<file path="src/rtl/rst_init_defs.svh">
`ifndef RST_INIT_DEFS_SVH
`define RST_INIT_DEFS_SVH

// Timing of the reset input filter.
`define CLK_PERIOD_NS        20
`define FILTER_TIME_NS       60
`define FILTER_CYCLES        \
	((`FILTER_TIME_NS + `CLK_PERIOD_NS - 1) / `CLK_PERIOD_NS)

// Processor reset values.
`define ZERO_REG_RST         32'h00000000
`define PC_RST               32'h00000000
`define EXC_CAUSE_RST        32'h00000000
`define STATUS_WORD_RST      32'h00000020

// Port reset values.
`define PORT_DIR8_RST        8'hFF
`define PORT_DIR16_RST       16'hFFFF
`define PMC_CLEAR_RST        8'h00
`define PMC_PORT2_RST        8'h01
`define PMC_ADDR_LOW_RST     16'hFFFF
`define PMC_DATA_LOW_RST     16'hFFFF
`define PMC_ADDR_HIGH_RST    16'h01FF
`define PMC_CHIP_SEL_RST     8'h99
`define PMC_CONTROL_RST      8'h33
`define PMC_MEM_CTRL_RST     8'h1F
`define PMC_SDRAM_CTRL_RST   8'h0F
`define PFC_RST              8'h00

// Timer reset values.
`define TIMER_COUNT_RST      16'h0000
`define TIMER_MODE_CLEAR_RST 8'h00
`define CAP_MODE_SECOND_RST  8'h20

`endif

</file>
<file path="src/rtl/rst_init_pkg.sv">
package rst_init_pkg;

	// Phases of the reset sequence.
	typedef enum logic [1:0] {
		ST_HOLD,
		ST_LOAD,
		ST_RUN
	} rst_state_e;

	// Port configuration image loaded at reset.
	typedef struct packed {
		logic [7:0]  dir_p0;
		logic [7:0]  dir_p1;
		logic [7:0]  dir_p2;
		logic [7:0]  dir_p4;
		logic [7:0]  dir_p7;
		logic [7:0]  dir_cs;
		logic [7:0]  dir_ct;
		logic [7:0]  dir_cm;
		logic [7:0]  dir_cd;
		logic [7:0]  dir_bd;
		logic [15:0] dir_al;
		logic [15:0] dir_ah;
		logic [15:0] dir_dl;
		logic [7:0]  pmc_p0;
		logic [7:0]  pmc_p1;
		logic [7:0]  port2_mode_control;
		logic [7:0]  pmc_p4;
		logic [7:0]  dma_ack_port_mode_control;
		logic [15:0] address_low_mode_control;
		logic [15:0] data_low_mode_control;
		logic [15:0] address_high_mode_control;
		logic [7:0]  chip_select_port_mode_control;
		logic [7:0]  control_port_mode_control;
		logic [7:0]  memory_control_port_mode_control;
		logic [7:0]  sdram_control_port_mode_control;
		logic [7:0]  pfc_p0;
		logic [7:0]  pfc_p2;
		logic [7:0]  pfc_p4;
		logic [7:0]  sdram_port_function_control;
	} port_cfg_s;

	// Processor state image loaded at reset.
	typedef struct packed {
		logic [31:0] zero_register;
		logic [31:0] program_counter;
		logic [31:0] exception_cause_register;
		logic [31:0] processor_status_word;
	} cpu_init_s;

	// One capture timer image.
	typedef struct packed {
		logic [15:0] capture_timer_counter;
		logic [15:0] capture_compare_first;
		logic [15:0] capture_compare_second;
		logic [7:0]  capture_timer_mode_first;
		logic [7:0]  capture_timer_mode_second;
	} cap_timer_s;

	// One interval timer image.
	typedef struct packed {
		logic [15:0] interval_timer_counter;
		logic [15:0] interval_timer_compare;
		logic [7:0]  interval_timer_mode;
	} int_timer_s;

endpackage

</file>
<file path="src/rtl/reset_glitch_filter.sv">
`timescale 1ns/10ps
`include "rst_init_defs.svh"

// Synchronises the reset pin and accepts a new level only after it has
// stood stable for the filter time, so short glitches are rejected.
module reset_glitch_filter #(
	parameter int FILTER_LEN = `FILTER_CYCLES
) (
	// Clock and reset.
	input  wire logic clk,
	input  wire logic reset,
	input  wire logic clk_en,
	// Raw pin and filtered level.
	input  wire logic pin_n,
	output logic      level_n
);

	localparam int CW = $clog2(FILTER_LEN + 1);

	logic          sync1_ff;
	logic          sync2_ff;
	logic [CW-1:0] count_ff;
	logic          level_ff;

	// Two-stage synchroniser; the pin starts asserted.
	always_ff @(posedge clk or posedge reset)
	begin
		if (reset)
		begin
			sync1_ff <= 1'b0;
			sync2_ff <= 1'b0;
		end
		else if (clk_en)
		begin
			sync1_ff <= pin_n;
			sync2_ff <= sync1_ff;
		end
	end

	always_ff @(posedge clk or posedge reset)
	begin
		if (reset)
		begin
			count_ff <= '0;
			level_ff <= 1'b0;
		end
		else if (clk_en)
		begin
			if (sync2_ff == level_ff)
				count_ff <= '0;
			else if (count_ff == CW'(FILTER_LEN - 1))
			begin
				count_ff <= '0;
				level_ff <= sync2_ff;
			end
			else
				count_ff <= count_ff + 1'b1;
		end
	end

	assign level_n = level_ff;

endmodule

</file>
<file path="src/rtl/system_reset_initializer.sv">
// Operation
// - Low reset input puts whole device into defined reset state.
// - Reset input rising releases reset and processor starts executing.
// - Reset input filtered so glitches under about 60 ns are ignored.
// - During reset all pins float except clock output and supply pins.
// - Ports 0,1,2,4,7,BD read as inputs; bus ports take control role.
// - Zero register and program counter cleared, so execution starts at zero.
// - Exception cause register cleared to zero.
// - Processor status word loaded with 00000020H.
// - Saved-state registers and table base pointer left uninitialised.
// - Port output latches and internal RAM left uninitialised.
// - Port direction registers set to all ones, meaning input.
// - Mode control of ports 0,1,4,BD cleared; port 2 set to 01H.
// - Address-low, data-low mode FFFFH; address-high mode 01FFH.
// - Chip-select port mode 99H; control port mode 33H.
// - Memory-control port mode 1FH; SDRAM-control port mode 0FH.
// - All port function control registers cleared to zero.
// - Capture timer counters and capture/compare registers cleared.
// - Capture timer first mode 00H, second mode 20H.
// - Interval timer counters, compares and modes cleared.
`timescale 1ns/10ps
`include "rst_init_defs.svh"

module system_reset_initializer
	import rst_init_pkg::*;
#(
	parameter int N_CAP_TIMERS = 2,
	parameter int N_INT_TIMERS = 4
) (
	// Clock, asynchronous reset and clock enable.
	input  wire logic clk,
	input  wire logic reset,
	input  wire logic clk_en,
	// Active-low reset pin from the external supervisor.
	input  wire logic reset_pin_n,
	// Chip-wide reset and processor start.
	output logic      sys_reset,
	output logic      cpu_run,
	output logic      init_load,
	output cpu_init_s cpu_init,
	// Pin control.
	output logic      pins_float,
	output logic      clock_output_pin_en,
	output logic      port_input_forced,
	output logic      port_control_forced,
	// Configuration images.
	output port_cfg_s port_cfg,
	output cap_timer_s [N_CAP_TIMERS-1:0] cap_timers,
	output int_timer_s [N_INT_TIMERS-1:0] int_timers
);

	logic       filt_n;
	rst_state_e state_ff;
	rst_state_e nxt_state;
	logic       sys_reset_ff;
	logic       run_ff;

	reset_glitch_filter #(
		.FILTER_LEN (`FILTER_CYCLES)
	) u_filter (
		.clk     (clk),
		.reset   (reset),
		.clk_en  (clk_en),
		.pin_n   (reset_pin_n),
		.level_n (filt_n)
	);

	// Sequence: hold and load images while low, wait one ST_LOAD cycle, then run.
	always_comb
	begin
		nxt_state = state_ff;
		case (state_ff)
			ST_HOLD:
				if (filt_n)
					nxt_state = ST_LOAD;
			ST_LOAD:
				nxt_state = filt_n ? ST_RUN : ST_HOLD;
			ST_RUN:
				if (!filt_n)
					nxt_state = ST_HOLD;
			default:
				nxt_state = ST_HOLD;
		endcase
	end

	always_ff @(posedge clk or posedge reset)
	begin
		if (reset)
			state_ff <= ST_HOLD;
		else if (clk_en)
			state_ff <= nxt_state;
	end

	// Registered reset and run flags so every consumer sees one edge.
	always_ff @(posedge clk or posedge reset)
	begin
		if (reset)
		begin
			sys_reset_ff <= 1'b1;
			run_ff       <= 1'b0;
		end
		else if (clk_en)
		begin
			sys_reset_ff <= (nxt_state == ST_HOLD);
			run_ff       <= (nxt_state == ST_RUN);
		end
	end

	assign sys_reset = sys_reset_ff;
	assign cpu_run   = run_ff;
	assign init_load = sys_reset_ff;

	assign pins_float          = sys_reset_ff;
	assign clock_output_pin_en = 1'b1; // Clock output keeps toggling.

	assign port_input_forced   = sys_reset_ff;
	assign port_control_forced = sys_reset_ff;

	// Processor start image; saved-state registers and base pointer are
	// deliberately absent since reset leaves them undefined.
	// saved state undefined
	always_comb
	begin
		cpu_init.zero_register            = `ZERO_REG_RST;
		cpu_init.program_counter          = `PC_RST;
		cpu_init.exception_cause_register = `EXC_CAUSE_RST;
		cpu_init.processor_status_word    = `STATUS_WORD_RST;
	end

	// Port configuration image; output latches and RAM get no value.
	// latches left undefined
	always_comb
	begin
		port_cfg.dir_p0 = `PORT_DIR8_RST;
		port_cfg.dir_p1 = `PORT_DIR8_RST;
		port_cfg.dir_p2 = `PORT_DIR8_RST;
		port_cfg.dir_p4 = `PORT_DIR8_RST;
		port_cfg.dir_p7 = `PORT_DIR8_RST;
		port_cfg.dir_cs = `PORT_DIR8_RST;
		port_cfg.dir_ct = `PORT_DIR8_RST;
		port_cfg.dir_cm = `PORT_DIR8_RST;
		port_cfg.dir_cd = `PORT_DIR8_RST;
		port_cfg.dir_bd = `PORT_DIR8_RST;
		port_cfg.dir_al = `PORT_DIR16_RST;
		port_cfg.dir_ah = `PORT_DIR16_RST;
		port_cfg.dir_dl = `PORT_DIR16_RST;
		port_cfg.pmc_p0                    = `PMC_CLEAR_RST;
		port_cfg.pmc_p1                    = `PMC_CLEAR_RST;
		port_cfg.pmc_p4                    = `PMC_CLEAR_RST;
		port_cfg.dma_ack_port_mode_control = `PMC_CLEAR_RST;
		port_cfg.port2_mode_control        = `PMC_PORT2_RST;
		port_cfg.address_low_mode_control  = `PMC_ADDR_LOW_RST;
		port_cfg.data_low_mode_control     = `PMC_DATA_LOW_RST;
		port_cfg.address_high_mode_control = `PMC_ADDR_HIGH_RST;
		port_cfg.chip_select_port_mode_control = `PMC_CHIP_SEL_RST;
		port_cfg.control_port_mode_control     = `PMC_CONTROL_RST;
		port_cfg.memory_control_port_mode_control = `PMC_MEM_CTRL_RST;
		port_cfg.sdram_control_port_mode_control  = `PMC_SDRAM_CTRL_RST;
		port_cfg.pfc_p0                      = `PFC_RST;
		port_cfg.pfc_p2                      = `PFC_RST;
		port_cfg.pfc_p4                      = `PFC_RST;
		port_cfg.sdram_port_function_control = `PFC_RST;
	end

	// Timer images, one entry per timer.
	always_comb
	begin
		for (int i = 0; i < N_CAP_TIMERS; i++)
		begin
			cap_timers[i].capture_timer_counter  = `TIMER_COUNT_RST;
			cap_timers[i].capture_compare_first  = `TIMER_COUNT_RST;
			cap_timers[i].capture_compare_second = `TIMER_COUNT_RST;
			cap_timers[i].capture_timer_mode_first  = `TIMER_MODE_CLEAR_RST;
			cap_timers[i].capture_timer_mode_second = `CAP_MODE_SECOND_RST;
		end
		for (int j = 0; j < N_INT_TIMERS; j++)
		begin
			int_timers[j].interval_timer_counter = `TIMER_COUNT_RST;
			int_timers[j].interval_timer_compare = `TIMER_COUNT_RST;
			int_timers[j].interval_timer_mode    = `TIMER_MODE_CLEAR_RST;
		end
	end

endmodule

</file>
<file path="config.mk">
export PLATFORM = sky130hd
export DESIGN_NAME = system_reset_initializer
export DESIGN_NICKNAME = d
export VERILOG_FILES = /design/src/rtl/rst_init_pkg.sv /design/src/rtl/reset_glitch_filter.sv /design/src/rtl/system_reset_initializer.sv
export VERILOG_INCLUDE_DIRS = /design/src /design/src/rtl
export SDC_FILE = /design/constraint.sdc
export NUM_CORES = 1
export LEC_CHECK = 0
export BUFFER_PORTS_ARGS = -buffer_cell sky130_fd_sc_hd__buf_2
export CAP_MARGIN = 0
export CELL_PAD_IN_SITES_DETAIL_PLACEMENT = 1
export CELL_PAD_IN_SITES_GLOBAL_PLACEMENT = 2
export CORE_AREA = 2 2 272 274
export DETAILED_ROUTE_END_ITERATION = 8
export DIE_AREA = 0 0 274 276
export PLACE_DENSITY_LB_ADDON = 0.1
export SLEW_MARGIN = 20
export SYNTH_ARGS = -nofsm -noshare
export SYNTH_HDL_FRONTEND = slang
export SYNTH_HIERARCHICAL = 1
export SYNTH_SLANG_ARGS = --single-unit
</file>
<file path="constraint.sdc">
create_clock -name clk -period 2.3 [get_ports clk]
set_input_delay 0.345 -clock clk [delete_from_list [all_inputs] [get_ports clk]]
set_output_delay 0.345 -clock clk [all_outputs]
set_load 0.03 [all_outputs]
</file>
### Word-level counts from Yosys, hierarchy flattened

Cells that the tools add are included.

| word-level totals | value |
|---|---|
| register bits after elaboration | 9 |

| operators by class | value |
|---|---|
| $add $sub $neg | 1 |
| equal/unequal tests | 5 |
| muxes and demuxes | 6 |
| bitwise logic cells | 1 |
| reduce and logical (&&, ||, !) cells | 3 |

Operators with widths:

| cell | number |
|---|---|
| two-way mux 2 bit | 5 |
| equality test 2 bit (second input constant) | 3 |
| case mux 2 bit (3 select lines) | 1 |
| zero test 2 bit | 2 |
| AND reduction 3 bit | 1 |
| adder 2 x 1 -> 2 bit (second input constant) | 1 |
| equality test 2 x 1 -> 1 bit (second input constant) | 1 |
| equality test 1 bit | 1 |
| inverter 1 bit | 1 |

### Depth between registers and ports, before layout

| depth | value |
|---|---|
| depth after elaboration | 3 |
| depth in mapped cells | 3 |
| gate-level depth less buffers | 2 |

### Modules after synthesis

Netlist, hierarchy kept.

By module, submodules not included:

| module | times used | cells each | area an instance (µm²) | seq. area each (µm²) |
|---|---|---|---|---|
| system_reset_initializer | 1 | 722 | 5461.5 | 101.3 |
| reset_glitch_filter | 1 | 17 | 215.2 | 125.1 |

### Worst setup path before layout

No wires, ideal clock.

| path | value |
|---|---|
| path kind | register -> output |
| start | register sys_reset_ff, in the netlist init_load |
| end | output port pins_float |
| arrival | 832 ps |
| data required time | 1955 ps |
| path slack | 1123 ps |
| cell stages (with the launch flop) | 2 |
| buffers on the path | 1 |
| cell sequence | dfstp_2 > buf_4 |

RTL lines:

| what | line | RTL |
|---|---|---|
| start: declaration | system_reset_initializer.sv:55 | `logic sys_reset_ff;` |
| start signal: assignment | system_reset_initializer.sv:104 | `sys_reset_ff <= (nxt_state == ST_HOLD);` |
| end: declaration | system_reset_initializer.sv:42 | `output logic pins_float,` |

No word-level cell between the ends.

### Worst setup path in the final report

| path | value |
|---|---|
| start | register sys_reset_ff, in the netlist init_load |
| end | output port init_load |

RTL lines:

| what | line | RTL |
|---|---|---|
| end: declaration | system_reset_initializer.sv:39 | `output logic init_load,` |

No word-level cell between the ends.

==> metrics.log <==
INFO  metric status = complete, no violations
INFO  metric rsz0062_at_grt = false
INFO  metric htree_num_levels = 1
INFO  metric path_cells = buf_2
INFO  metric layout-area-overhead-vs-synth = -23.5%
INFO  metric maxCapViolCount = 0
INFO  metric first_global_vias = 1572
INFO  metric gp_congestion = 0.641
INFO  metric synth_area_per_cell = 7.68 um2
INFO  metric detailroute.via_count = a little over 2000
INFO  metric power.ir.vdd_worst = around 0.13 mV
INFO  metric startpoint_type = register
INFO  metric most_area_consuming_cells_after_synthesis = buf_4, dfrtp_1, mux2_2
INFO  metric clk_path_buf_depth = 2
INFO  metric critical_path.startpoint = init_load
INFO  metric io_pins = 707
INFO  metric post_drt_via_cell_ratio = between 1 and 1.5
INFO  metric layout-drive-gt1-share = 2.15%
INFO  metric fin_worst_skew = 0.00109 ns
INFO  metric sequential_cell_area = 226 um2
INFO  metric core = 0.0726 mm2
INFO  metric syn-cell-area = 0.00568 mm2
INFO  metric starting_density_of_the_core = around 7.8%
INFO  metric power = 0.00245 W
INFO  metric final-hold-violation-count = 0
INFO  metric netlist-cell-type-count = 18
INFO  metric insertion_delay = 0.23 ns
INFO  metric synthDominantAreaCellType = buf_4
INFO  metric critical-path-slowest-cell = dfstp_2
INFO  metric detail_placement_hpwl = 11.4 mm
INFO  metric gr-usage-all-layers = 2.49%
INFO  metric die_height = 276 um
INFO  metric regToRegSetupSlack = 1.30 ns
INFO  metric slew_violations = 0
INFO  metric routed_wire_length_per_instance = roughly 7 um
INFO  metric die_x = 274 um
INFO  metric syn_inst = 739
INFO  metric grt_pass1_wl = 13.4 mm
INFO  metric crit-reg2reg-capture = u_filter/count_ff[0]
INFO  metric fin_tns_setup = 0 ns
INFO  metric total_leakage_power = 2.50 nW
INFO  metric cts.hold.buffers_added = 0
INFO  metric detail_route.drc_violations = 0
INFO  metric period_share = 59.5%
INFO  metric setup-violations-final = 0
INFO  metric num_antenna_cells = 0
INFO  metric cts-root-buf = clkbuf_16
INFO  metric slowest_delay = 0.57 ns
INFO  metric final.min_clock_period = about 1.4 ns
INFO  metric final_common_cell = conb_1
INFO  metric post-cts-setup-buffers = 0
INFO  metric drt.antenna.violating_nets = 0
INFO  metric finish.net_count = 750
INFO  metric r2r-start = u_filter/level_n
INFO  metric yosysSeqAreaShare = 3.99%
INFO  metric arrival_time_worst_endpoint = about 1.0 ns
INFO  metric drt_wl_total = about 12 mm
INFO  metric synthesized_flop_and_latch_total = 9
INFO  metric ys.warnings.count = 6
INFO  metric path_class = register to output port
INFO  metric fillers = 9054
INFO  metric cts_repair_resize_count = 0
INFO  metric maxClockFrequency = 730 MHz
INFO  metric cp_num_buf_inv = 1
INFO  metric clock_transition_at_the_register_clock_pins_on_the_worst_setup_and_hold_paths_after_cts = 0.04 ns
INFO  metric crit_path_end_kind = output port
INFO  metric detailedRoute.firstPassIterationCount = 4
INFO  metric tritoncts.num_buffers = 3
INFO  metric clock_sinks = 9
INFO  metric grt_start_max_net_pins = 16
INFO  metric grt_antenna_before_repair = 0
INFO  metric layout.cells.most_common_list = conb_1, buf_2, dfrtp_1, inv_1, nand3b_1
INFO  metric clock_tree_from_tritoncts = done
INFO  metric worstPathMaxFanout = 6
INFO  metric timing.critical_path.required = 1.96 ns
INFO  metric worst_hold_path_type = input port to async pin
INFO  metric floorplan.die_area = 0.0756 mm2
INFO  metric num_rows = 99
INFO  metric dp_worst_setup_slack = 1.10 ns
INFO  metric buffer_ports.inserted = 9
INFO  metric timing.final.ws_setup = 0.930 ns
INFO  metric portion_of_synthesized_cell_area_occupied_by_the_leading_cell_type = 92.7%
INFO  metric dr.first_iter.drc_count = 15
INFO  metric worstRegToRegCells = 2
INFO  metric cp_top_family = flip-flops
INFO  metric overall_overflow_remaining_after_global_route = 0
INFO  metric cellPowerDensity = approximately 560 mW/mm2
INFO  metric worstSetupPathDepth = 1
INFO  metric multi_input_comb_area = around 0.0028 mm2
-- synthesized netlist by cell type --
| cell | count |
|---|---|
| xnor2_1 | 2 |
| conb_1 | 2 |
| nand3b_1 | 4 |
| mux2_2 | 3 |
| nand2b_1 | 1 |
| dfstp_2 | 1 |
| nand4b_1 | 1 |
| dfrtp_1 | 8 |
| clkbuf_2 | 1 |
| nand3_1 | 1 |
| nand2_1 | 2 |
| o22ai_1 | 3 |
| nor2_1 | 1 |
| a31oi_1 | 1 |
| or3b_1 | 1 |
| mux2i_1 | 1 |
| inv_1 | 5 |
| buf_4 | 701 |
-- routing by layer --
layer  vias up  routed length (um)  track usage, %
met5         -                   0               0
met4         0                  40           0.251
met3         5                1670           0.877
met2       291                8520            7.03
met1       894                1440           0.824
li1        846                   -               -
-- sequential cells by signal (all words and copies together), names as in the netlist --
signal,cells
state_ff,2
u_filter/sync1_ff,1
u_filter/level_n,1
u_filter/sync2_ff,1
init_load,1
cpu_run,1
u_filter/count_ff,2
-- report_power, final --
group | leakage (nW) | internal, W | switching, W
clock | 0.0382 | 0.000232 | 0.0000750
combinational | 2.35 | 0.000109 | 0.00173
sequential | 0.112 | 0.000224 | 0.0000821
-- cells by family after synthesis --
group | synth area share, %
AOI/OAI and AO/OA | 0.441
and+or+nand+nor | 1.23
buffers and inverters | 93.1
muxes | 0.771
xor gates and xnor gates | 0.309
DFF | 3.99
other | 0.132
-- through the flow --
| stage | hold slack, ns | utilization [%] | cells | cell area [um2] |
|---|---|---|---|---|
| floorplan | 0.110 | - | 1434 | 8290 |
| global placement | 0.271 | 5.87 | 1700 | 4260 |
| detailed placement | 0.263 | 5.87 | 1700 | 4260 |
| CTS | 0.0164 | 5.98 | 1704 | 4340 |
| global route | 0.0339 | 5.98 | 1704 | 4340 |
| finish | 0.0147 | 5.98 | 1704 | 4340 |
-- cell type report --
type,instances,share of cell area [%]
flip-flops and latches,9,5.22
multi-input cells,718,63.9
inverters,5,0.432
well taps,959,27.6
clock buffers,4,1.82
repair buffers,9,1.04
-- worst max-delay path by stage --
stage,to,slack [ns]
after floorplan,pins_float,1.12
after global placement,u_filter/count_ff[0],1.04
after detailed placement,u_filter/count_ff[0],1.10
after CTS,pins_float,0.88
after global routing,sys_reset,0.86
final,init_load,0.93
Power figures use the tool's default switching activity.
